File: config.mk
export PLATFORM = sky130hd
export DESIGN_NAME = tpg_ctrl
export DESIGN_NICKNAME = d
export VERILOG_FILES = /design/src/tpg_pkg.sv /design/src/tpg_ctrl.sv
export SDC_FILE = /design/constraint.sdc
export NUM_CORES = 1
export LEC_CHECK = 0
export BUFFER_PORTS_ARGS = -buffer_cell sky130_fd_sc_hd__buf_2
export CAP_MARGIN = 5
export CORE_AREA = 2 2 61 63
export CTS_CLUSTER_DIAMETER = 80
export DETAILED_ROUTE_END_ITERATION = 7
export DIE_AREA = 0 0 63 65
export PLACE_DENSITY_LB_ADDON = 0.3
export SETUP_SLACK_MARGIN = 0.4
export SYNTH_ARGS = -nofsm -noshare
export SYNTH_HDL_FRONTEND = slang
export SYNTH_SLANG_ARGS = --single-unit
File: constraint.sdc
create_clock -name sys_clk -period 1.9 [get_ports sys_clk]
set_clock_uncertainty 0.05 [all_clocks]
set_input_delay 0.38 -clock sys_clk [delete_from_list [all_inputs] [get_ports sys_clk]]
set_output_delay 0.38 -clock sys_clk [all_outputs]
set_load 0.05 [all_outputs]
File: src/tpg_pkg.sv
package tpg_pkg;

   localparam int          TPG_NPINS      = 2;
   localparam logic [7:0]  TPG_CTRL_OFS   = 8'hFC;
   localparam logic [31:0] TPG_CTRL_RESET = 32'h0000_1010;
   // Bits that hold state; everything else reads as zero.
   localparam logic [31:0] TPG_WMASK      = 32'hB1B1_0000;
   // Per pin fields: pin two starts at bit 16, pin three at bit 24.
   localparam int          TPG_PIN_BASE   = 16;
   localparam int          TPG_PIN_STRIDE = 8;
   localparam int          TPG_DATA_POS   = 0;
   localparam int          TPG_OE_POS     = 4;
   localparam int          TPG_INV_POS    = 5;
   localparam int          TPG_EVEN_POS   = 7;
   // Cycles after reset before level changes may raise events.
   localparam int          TPG_ARM_CYCLES = 3;

   typedef struct packed {
      logic        wr;
      logic        rd;
      logic [7:0]  addr;
      logic [3:0]  be;
      logic [31:0] wdata;
   } tpg_cfg_req_s;

endpackage : tpg_pkg

File: src/tpg_ctrl.sv
`timescale 1ns/1ps
// Overview of operation
// Pin three change raises event when enabled
// Event is sticky, masked onto interrupt output
// Pin three invert bit flips its polarity
// Pin three driven only while enable set
// Pin three data reads input, writes drive
// Pin two invert bit flips its polarity
// Pin two driven only while enable set
// Pin two data reads input, writes drive
// Reserved control bits read back zero
// Control register at FCh, reset 00001010h (code ANDs it with TPG_WMASK, so every stored bit resets to zero)
// Pin two change raises event when enabled
// Inversion applies to sense, drive, change detect
module tpg_ctrl
   import tpg_pkg::*;
(
   // Clock and reset.
   input  wire logic                 sys_clk,
   input  wire logic                 rst,
   // Configuration space access.
   input  wire tpg_cfg_req_s         cfg_req,
   output logic [31:0]               cfg_rdata_q,
   output logic                      cfg_rvalid_q,
   // Pins: index 0 is pin two, index 1 is pin three.
   input  wire logic [TPG_NPINS-1:0] pin_in,
   output logic [TPG_NPINS-1:0]      pin_out_q,
   output logic [TPG_NPINS-1:0]      pin_oe_q,
   // Host interrupt event and mask hookup.
   input  wire logic                 event_mask,
   input  wire logic                 event_clear,
   output logic                      general_pin_event_q,
   output logic                      general_pin_irq_q
);

   logic [31:0]               ctrl_q;
   logic [31:0]               ctrl_d;
   logic [TPG_NPINS-1:0]      sync1_q;
   logic [TPG_NPINS-1:0]      sync2_q;
   logic [TPG_NPINS-1:0]      prev_q;
   logic [TPG_ARM_CYCLES-1:0] arm_q;

   wire logic                 hit;
   wire logic                 wr_hit;
   wire logic                 rd_hit;
   wire logic [31:0]          be_mask;
   wire logic [31:0]          wr_mask;
   wire logic [31:0]          rd_word;
   wire logic [31:0]          sense_word;
   wire logic                 armed;
   wire logic                 any_change;
   wire logic                 event_d;
   wire logic [TPG_NPINS-1:0] sensed;
   wire logic [TPG_NPINS-1:0] change;
   wire logic [TPG_NPINS-1:0] out_d;
   wire logic [TPG_NPINS-1:0] oe_d;

   assign hit     = (cfg_req.addr == TPG_CTRL_OFS);
   assign wr_hit  = cfg_req.wr & hit;
   assign rd_hit  = cfg_req.rd & hit;
   assign be_mask = {{8{cfg_req.be[3]}}, {8{cfg_req.be[2]}},
                     {8{cfg_req.be[1]}}, {8{cfg_req.be[0]}}};
   assign wr_mask = be_mask & TPG_WMASK;
   assign ctrl_d  = wr_hit ? ((ctrl_q & ~wr_mask) |
                              (cfg_req.wdata & wr_mask)) : ctrl_q;
   // The synchroniser starts at zero, so a pin held high looks like a
   // change just after reset; the arming chain hides that first edge.
   assign armed   = arm_q[TPG_ARM_CYCLES-1];

   genvar p;
   generate
      for (p = 0; p < TPG_NPINS; p++) begin : g_pin
         localparam int B = TPG_PIN_BASE + p * TPG_PIN_STRIDE;
         // Inversion sits on both directions of the pin.
         assign sensed[p] = sync2_q[p] ^ ctrl_q[B+TPG_INV_POS];
         assign out_d[p]  = ctrl_d[B+TPG_DATA_POS] ^
                            ctrl_d[B+TPG_INV_POS];
         assign oe_d[p]   = ctrl_d[B+TPG_OE_POS];
         assign change[p] = armed & ctrl_q[B+TPG_EVEN_POS] &
                            (sensed[p] != prev_q[p]);
         assign sense_word[B+TPG_DATA_POS] = sensed[p];
         if (TPG_DATA_POS > 0) begin : g_lo
            assign sense_word[B+TPG_DATA_POS-1:B] = '0;
         end
         assign sense_word[B+TPG_PIN_STRIDE-1:B+TPG_DATA_POS+1] = '0;
      end
   endgenerate
   assign sense_word[TPG_PIN_BASE-1:0] = '0;

   // Stored data bits hold the drive value; reads show the pin instead.
   assign rd_word    = (ctrl_q & TPG_WMASK & ~sense_mask()) | sense_word;
   assign any_change = |change;
   // A new change wins over a clear in the same cycle.
   assign event_d    = any_change |
                       (general_pin_event_q & ~event_clear);

   function automatic logic [31:0] sense_mask();
      logic [31:0] m;
      m = '0;
      for (int i = 0; i < TPG_NPINS; i++) begin
         m[TPG_PIN_BASE + i * TPG_PIN_STRIDE + TPG_DATA_POS] = 1'b1;
      end
      return m;
   endfunction : sense_mask

   always_ff @(posedge sys_clk or posedge rst) begin
      if (rst) begin
         ctrl_q <= TPG_CTRL_RESET & TPG_WMASK;
         sync1_q <= '0;
         sync2_q <= '0;
         prev_q <= '0;
         arm_q <= '0;
      end else begin
         ctrl_q <= ctrl_d;
         sync1_q <= pin_in;
         sync2_q <= sync1_q;
         prev_q <= sensed;
         arm_q <= {arm_q[TPG_ARM_CYCLES-2:0], 1'b1};
      end
   end

   // Read data is zero except in the cycle after a read of this offset.
   always_ff @(posedge sys_clk or posedge rst) begin
      if (rst) begin
         pin_out_q <= '0;
         pin_oe_q <= '0;
         cfg_rdata_q <= '0;
         cfg_rvalid_q <= 1'b0;
         general_pin_event_q <= 1'b0;
         general_pin_irq_q <= 1'b0;
      end else begin
         pin_out_q <= out_d;
         pin_oe_q <= oe_d;
         cfg_rdata_q <= rd_hit ? rd_word : 32'h0000_0000;
         cfg_rvalid_q <= cfg_req.rd;
         general_pin_event_q <= event_d;
         general_pin_irq_q <= event_d & event_mask;
      end
   end
endmodule : tpg_ctrl

# ---- Word-level counts from Yosys, hierarchy flattened
# Cells that the tools add are included.
dict set report word_totals {
  register_bits 80
  input_bits 52
  output_inout_bits 39
  word_cells 37
}
dict set report classes {
  eq_ne 3
  muxes 2
  bitwise_logic 19
  n_reduce_logical 1
}
# operator n
set ops {}
lappend ops {{32-bit bitwise AND} 2}
lappend ops {{32-bit two-way mux} 1}
lappend ops {{32-bit inverter} 1}
lappend ops {{32-bit by 25-bit bitwise OR with 32-bit output} 1}
lappend ops {{32-bit bitwise OR} 1}
lappend ops {{30-bit two-way mux} 1}
lappend ops {{1-bit bitwise AND} 8}
lappend ops {{8-bit equality test, second input constant} 1}
lappend ops {{1-bit XOR} 4}
lappend ops {{1-bit != test} 2}
lappend ops {{2-bit OR reduction} 1}
lappend ops {{1-bit inverter} 1}
lappend ops {{1-bit bitwise OR} 1}

# ---- Logic depth before layout (Yosys ltp)
# Gate-level depths: netlist of run 1.
dict set report depth {
  word_depth 6
  ltp_mapped 3
}

# ---- Worst setup path after synthesis of run 1
# No wires, ideal clock.
dict set report synth_path {
  kind {input -> register}
  start {input cfg_req[36] in the netlist's numbering}
  end {register with a tool-made name}
  t_arrival_ns 1.193
  t_required_ns 1.722
  path_slack_ns 0.530
  path_stages 3
  path_buffers 0
  path_cell_list {and4bb_4 -> nand4_4 -> mux2_1}
}
# item line_no
set synth_lines {}
lappend synth_lines {{start, declared} tpg_ctrl.sv:22} ;# input wire tpg_cfg_req_s cfg_req,

# ---- Worst setup path after layout of run 1
dict set report layout_path {
  start {register pin_oe_q[0]}
  end {output pin_oe_q[0]}
}
# item line_no
set layout_lines {}
lappend layout_lines {{start, declared} tpg_ctrl.sv:28} ;# output logic [TPG_NPINS-1:0] pin_oe_q,
lappend layout_lines {{start signal, assigned} tpg_ctrl.sv:126} ;# pin_oe_q <= '0;
lappend layout_lines {{start signal, assigned} tpg_ctrl.sv:133} ;# pin_oe_q <= oe_d;
# No word-level cell between the ends.

==> impl_results.md, run 1 <==
- Total vias in the final route: 760
- DRC viols: 0
- CP max stage delay: 0.36 ns
- Post-CTS sizing: 0
- Post-Place Cells: roughly 180
- Largest family of logic cells by synthesized area: buffers and inverters
- Synth warn: 0
- Multi-input logic area: 455.4 um2
- GRT Residual Overflow: 0
- Detailed placement HPWL: 1439 um
- Register bit count reported by yosys: 30
- Reg clk slew, reported paths: 0.09 ns
- Int Pwr: between 800 and 900 uW
- Design Area, Final: 1541 um2
- I/O pin count: 91
- Seq pwr share: 0.533
- Crit path cell chain: buf_2
- Run status: complete, no violations
- Die height: between 60 and 70 um
- Area of the core: 3496 um2
- Sequential-to-total area share from yosys stat: 0.5676
- Crit path max-delay family: flip-flops
- FILL cells: 364
- Nets: 195
- Pin count of the biggest net entering global routing: 31
- Post-synth EDFFs: 0
- Startpoint Class: flip-flop
- Mux cell area share after synthesis: 0.09082
- Clock Tree Buf Depth: 2
- Top post-synthesis cells by area: dfrtp_1, buf_4, mux2_2
- Library cells used by synthesis: 22
- Minimum clock period after layout: 1.373 ns
- Final non-filler cell total: ~190
- Crit Path Category: flip-flop to output pin
- Post-route setup TNS: 0 ns
- Postcts setup bufs: 0
- WHS: around 0.067 ns
- Slowest cell on crit path: dfrtp_1
- Synth Area in XOR/XNOR: 0.05676
- Final Max Tran Viols: 0
- Total GRT Usage: 0.1078
- # clock sinks: 30
- DR iter-0 viols: 12
- WL per Instance: 9.615 um
- Final Hold Viols: 0
- Synthesized area: 1323 um2
- Setup violators final: 0
- Post-synth top area share: 0.5676
- Synth Instances: 98
- Combinational share of power: 0.161
- CP max FO: 3
- Fin util: 0.4409
- Leakage: about 0.00086 uW
- Clock latency on the worst-skew pair: 0.32 ns
- Vias per Instance: 3.958
- Antenna violations before repair: 0
- Required time of the critical path: 1.47 ns
- Area grow syn2layout: 16.56%
- IO Port Bufs: 40
- Critical Path Sink Type: output pin
- Async SR Flop Fraction: 1.000
- Register area: 750.7 um2
- Synth Flop Type: dfrtp_1
- Max-cap violations: 0
- DIE AREA: 4095 um2
- RSZ-0062 raised after global routing: no
- H-tree depth: 2
- FP Rows: 22
- N_diodes: 0
- Area after DPL: around 1500 um2
- Syn_area_per_cell: 13.50 um2
- GR Util met2: 0.1809
- Peak VDD IR: between 0.0003 and 0.0004 V
- Complex-gate fraction of the synthesized area: 0.006623
- TritonCTS clock tree: built
- CTS Hold Bufs: 0
- Routability cong.: about 0.66
- Drt pass-1 iters: 4
- Switching power total: 369.5 uW
- Area leader, netlist: dfrtp_1
- Simple-Gate Fraction of Synth Area: 0.1192
- WL final: ~1800 um
- Max frequency: roughly 730 MHz
- Clock network power share: 0.306
- Detail Route Antenna Nets: 0
- Die W: 63 um
- Met3 Use GR: 0.04167
- Switching share of power: 0.2963
- First-pass GRT wire length: between 3000 and 4000 um
- Pwr dens: 809.0 nW/um2
- Vias in the first global route: approximately 740
- CP bufs+invs: 1
- Most Crowded Layer GR: met2
- Period utilisation layout: 0.7225
- Adder-cell area share of the yosys netlist: 0
- Worst endpoint data arrival time: 0.94 ns
- Initial core utilization: 0.3783
- HP Class: input pin to async pin
- Layout cells sized above 1: 0.4097
- Total CTS buffers: 5
- Root Buffer: clkbuf_4
- Grt met1 use: 0.1109
[per-stage QoR]
| step | total power [uW] | setup WS, ns |
|---|---|---|
| final | 1247 | 0.5272 |
| after global routing | 1317 | 0.4368 |
| after CTS | 1269 | 0.5009 |
| after detailed placement | 880.2 | 0.3628 |
| after global placement | 876.5 | 0.3862 |
| after floorplan | 875.8 | 0.5298 |
[tightest hold or removal path, delay by kind of cell]
family                 cells  cell delay [ns]
buffers and inverters      3             0.46
[flip-flops by register name, summed over array words and instances (netlist names), 2 cells and up, named ones only]
signal       count
arm_q            3
cfg_rdata_q      8
ctrl_q           4
pin_out_q        2
prev_q           2
sync1_q          2
sync2_q          2
[worst paths after layout]
check                            start                   to  slack, ns  cells after the start
setup / recovery           pin_oe_q[0]          pin_oe_q[0]       0.53                      1
hold / removal                     rst           ctrl_q[29]       0.07                      3
setup reg to reg            ctrl_q[29]  general_pin_event_q       0.53                      3
hold reg to reg               arm_q[0]             arm_q[1]       0.30                      0
max in group asynchronous          rst           sync2_q[0]       1.46                      3
min in group sys_clk         pin_in[1]           sync1_q[1]       0.11                      1
[per-layer routing]
| metal | up-vias | share of wire |
|---|---|---|
| met5 | - | 0 |
| met4 | 0 | 0.023 |
| met2 | 43 | 0.51 |
| met1 | 354 | 0.39 |
| li1 | 359 | - |
| met3 | 4 | 0.085 |
[power by group through the flow]
stage                     Combinational, uW  Clock [uW]  Sequential, uW
final                                   200         382             665
after global routing                    213         436             669
after CTS                               202         401             666
after detailed placement                202           0             678
after global placement                  199           0             678
after floorplan                         182           0             693
[cell families (layout without fill, tap and decap cells)]
| group | Yosys count | in the layout |
|---|---|---|
| other cells | 2 | 25 |
| xor+xnor | 7 | 7 |
| simple gates | 19 | 19 |
| buf+inv | 28 | 51 |
| compound gates | 1 | 1 |
| flops | 30 | 30 |
| mux | 11 | 11 |
[cells in the final DEF, fill, tap and decap left out]
master / Yosys / layout
xnor2_1: 5 / 5
conb_1: 2 / 25
nor2_1: 1 / 1
o31a_1: 1 / 1
and4_1: 1 / 1
xnor3_1: 1 / 1
clkbuf_1: 0 / 1
nor2b_1: 1 / 1
inv_1: 2 / 2
nand4_4: 2 / 2
nand2_1: 1 / 1
or3_1: 1 / 1
mux2i_1: 3 / 3
buf_2: 0 / 40
clkbuf_8: 0 / 1
nand3b_1: 1 / 1
mux2_2: 7 / 7
buf_4: 26 / 1
nand3_1: 1 / 1
and4bb_4: 1 / 1
clkbuf_4: 0 / 5
mux2_1: 1 / 1
and2_1: 8 / 8
dfrtp_1: 30 / 30
and3_2: 1 / 1
clkinv_2: 0 / 1
xor2_1: 1 / 1
[cells in the mapped netlist, types with 2 or more instances]
cell type,number
and2_1,8
buf_4,26
conb_1,2
dfrtp_1,30
inv_1,2
mux2_2,7
mux2i_1,3
nand4_4,2
xnor2_1,5
[area by class of cell]
type	instances	share of cell area
sequential	30	0.4870
multi-input combinational	63	0.2955
tap	48	0.03896
inverter	2	0.004870
clock buffer	7	0.03571
clock inverter	1	0.003247
timing repair buffer	41	0.1347
Power figures use the tool's default switching activity.
==> run 2: changes to the inputs <==
--- a/config.mk
+++ b/config.mk
@@ -7,10 +7,10 @@
 export LEC_CHECK = 0
 export BUFFER_PORTS_ARGS = -buffer_cell sky130_fd_sc_hd__buf_2
 export CAP_MARGIN = 5
-export CORE_AREA = 2 2 61 63
+export CORE_AREA = 2 2 63 65
 export CTS_CLUSTER_DIAMETER = 80
 export DETAILED_ROUTE_END_ITERATION = 7
-export DIE_AREA = 0 0 63 65
+export DIE_AREA = 0 0 65 67
 export PLACE_DENSITY_LB_ADDON = 0.3
 export SETUP_SLACK_MARGIN = 0.4
 export SYNTH_ARGS = -nofsm -noshare
==> constraint.sdc (replaced) <==
create_clock -name sys_clk -period 1.2 [get_ports sys_clk]
set_clock_uncertainty 0.05 [all_clocks]
set_input_delay 0.24 -clock sys_clk [delete_from_list [all_inputs] [get_ports sys_clk]]
set_output_delay 0.24 -clock sys_clk [all_outputs]
set_load 0.05 [all_outputs]
==> run 2 against run 1 <==
Against the previous run:
- the run now ends with hold timing, setup timing left
- hold slack lost 0.18 ns
- sequential power up 59%
- die area rose by 6.3%
- non-clock buffer count rose by 9
- sequential cell count is the same
- register-to-register slack worse by 0.60 ns
- global-route usage rose by 0.24 points
- critical path type is now flip-flop to flip-flop
==> impl_results.md, run 2 (synthesis gave the netlist of run 1 again) <==
- Run status: complete, but fails checks
- Failing checks: hold timing, setup timing
- Total power: approximately 2400 uW
- Startpoint Class: flip-flop
- WL per Instance: 11.12 um
- Routed length on met2: 1234 um
- Minimum clock period after layout: 1.274 ns
- Root Buffer: clkbuf_8
- Required time of the critical path: 1.30 ns
- Metal-1 WL: approximately 820 um
- Routability cong.: 0.6471
- Die height: about 67 um
- Fin util: 0.5354
- Area of the core: between 3000 and 4000 um2
- N_diodes: 0
- Biggest register: cfg_rdata_q
- DRC viols: 0
- HP Class: input pin to async pin
- WL final: 2235 um
- Area grow syn2layout: 45.98%
- IO Port Bufs: 40
- Drt pass-1 iters: 2
- Detailed placement HPWL: about 1600 um
- Met3 wire length: 144 um
- Nets: 204
- Die W: 65 um
- H-tree depth: 2
- Worst endpoint data arrival time: 1.37 ns
- Total CTS buffers: 5
- Initial core utilization: 0.3668
- Peak VDD IR: 0.0008899 V
- Worst R2R Setup Slack: -0.07 ns
- Final Max Tran Viols: 0
- Largest register FFs: 8
- R2R cell count: 3
- Pre-CTS WS: -0.1498 ns
- CP max FO: 2
- # clock sinks: 30
- DR iter-0 viols: 19
- Max frequency: 785.0 MHz
- Layout cells sized above 1: 0.6078
- Max-cap violations: 0
- Antenna violations before repair: 0
- Most frequent cells in the layout: conb_1, buf_2, dfrtp_1
- Pwr dens: around 1200 nW/um2
- DIE AREA: 4355 um2
- Biggest regs: cfg_rdata_q x8, ctrl_q x4, arm_q x3
- Clock Tree Buf Depth: 2
- Total vias in the final route: 811
- Top Layer Used: met4
- I/O pin count: 91
- Period utilisation layout: 1.062
- TritonCTS clock tree: built
- Worst r2r src: prev_q[0]
- Leakage: 0.0009937 uW
- WHS: -0.1110 ns
- Critical Path Sink Type: flip-flop
- RSZ-0062 raised after global routing: yes
- FP Rows: 22
- Commonest non-fill, non-tap cell in the layout: conb_1
- Reg clk slew, reported paths: around 0.06 ns
- Setup violators final: 2
- RR Endpoint: general_pin_event_q
- Pin count of the biggest net entering global routing: 17
- Total GRT Usage: 0.1102
- First-pass GRT wire length: 3436 um
- Final Hold Viols: 14
- GRT Residual Overflow: 0
- Clock latency on the worst-skew pair: 0.27 ns
- Vias per Instance: 4.035
- FILL cells: between 300 and 400
- Crit Path Category: flip-flop to flip-flop
- Detail Route Antenna Nets: 0
- Worst setup margin: -0.07391 ns
- Vias in the first global route: 794
==> run 2: cell types whose count changed in the layout (fill, tap and decap cells not counted), sizes merged <==
cell	change
buf	+9
bufinv	+1
clkbuf	-2
clkinv	+1
clkinvlp	+1
inv	-1
==> run 2: worst max-delay path by stage <==
| stage | start | to | slack (ns) | depth (start not counted) |
|---|---|---|---|---|
| after floorplan | ctrl_q[29] | general_pin_event_q | -0.02 | 3 |
| after detailed placement | cfg_req[37] | flip-flop | -0.15 | 4 |
| after global placement | cfg_req[37] | flip-flop | -0.14 | 4 |
| after CTS | sync2_q[0] | general_pin_event_q | -0.10 | 3 |
| after global routing | prev_q[0] | general_pin_event_q | -0.13 | 3 |
| final | prev_q[0] | general_pin_event_q | -0.07 | 3 |
==> run 2: through the flow <==
stage / area [um2] / instances / TNS (ns)
floorplan: 1451 / 121 / -0.01619
global placement: 1559 / 188 / -1.435
detailed placement: 1559 / 188 / -1.859
CTS: 1886 / 200 / -0.1535
global route: 1931 / 201 / -0.2279
finish: 1931 / 201 / -0.1025
==> run 2: worst max-delay path, stage by stage (launching register included) <==
cell     delay, ns
dfrtp_1       0.37
xnor3_1       0.38
nor2_1        0.05
or3_1         0.30
==> run 2: area by class of cell <==
type / count / area, um2 / area share
Clock buffer: 5 / 68.82 / 0.03564
Tap cell: 48 / 60.06 / 0.03111
Multi-Input combinational cell: 63 / 521.8 / 0.2703
Clock inverter: 3 / 40.04 / 0.02074
Inverter: 2 / 11.26 / 0.005833
Sequential cell: 30 / 767.0 / 0.3973
Timing Repair Buffer: 50 / 461.7 / 0.2391
==> run 2: report_power, final <==
part | switching [uW] | internal [uW]
registers | 18.0 | 1040
logic | 263 | 112
clock network | 351 | 610
==> run 2: layer usage <==
layer  vias to the layer above  track usage
met5                         -            0
met4                         0      0.07979
met3                         4      0.02027
met2                        41       0.1907
met1                       392       0.1211
li1                        374            -
==> run 2: timing repair <==
item,CTS,global route
setup buffers,4,1
cloned,0,0
endpoints found under the setup margin,37,37
pin swaps,5,5
resized for setup,56,10
hold endpoints to repair,14,14
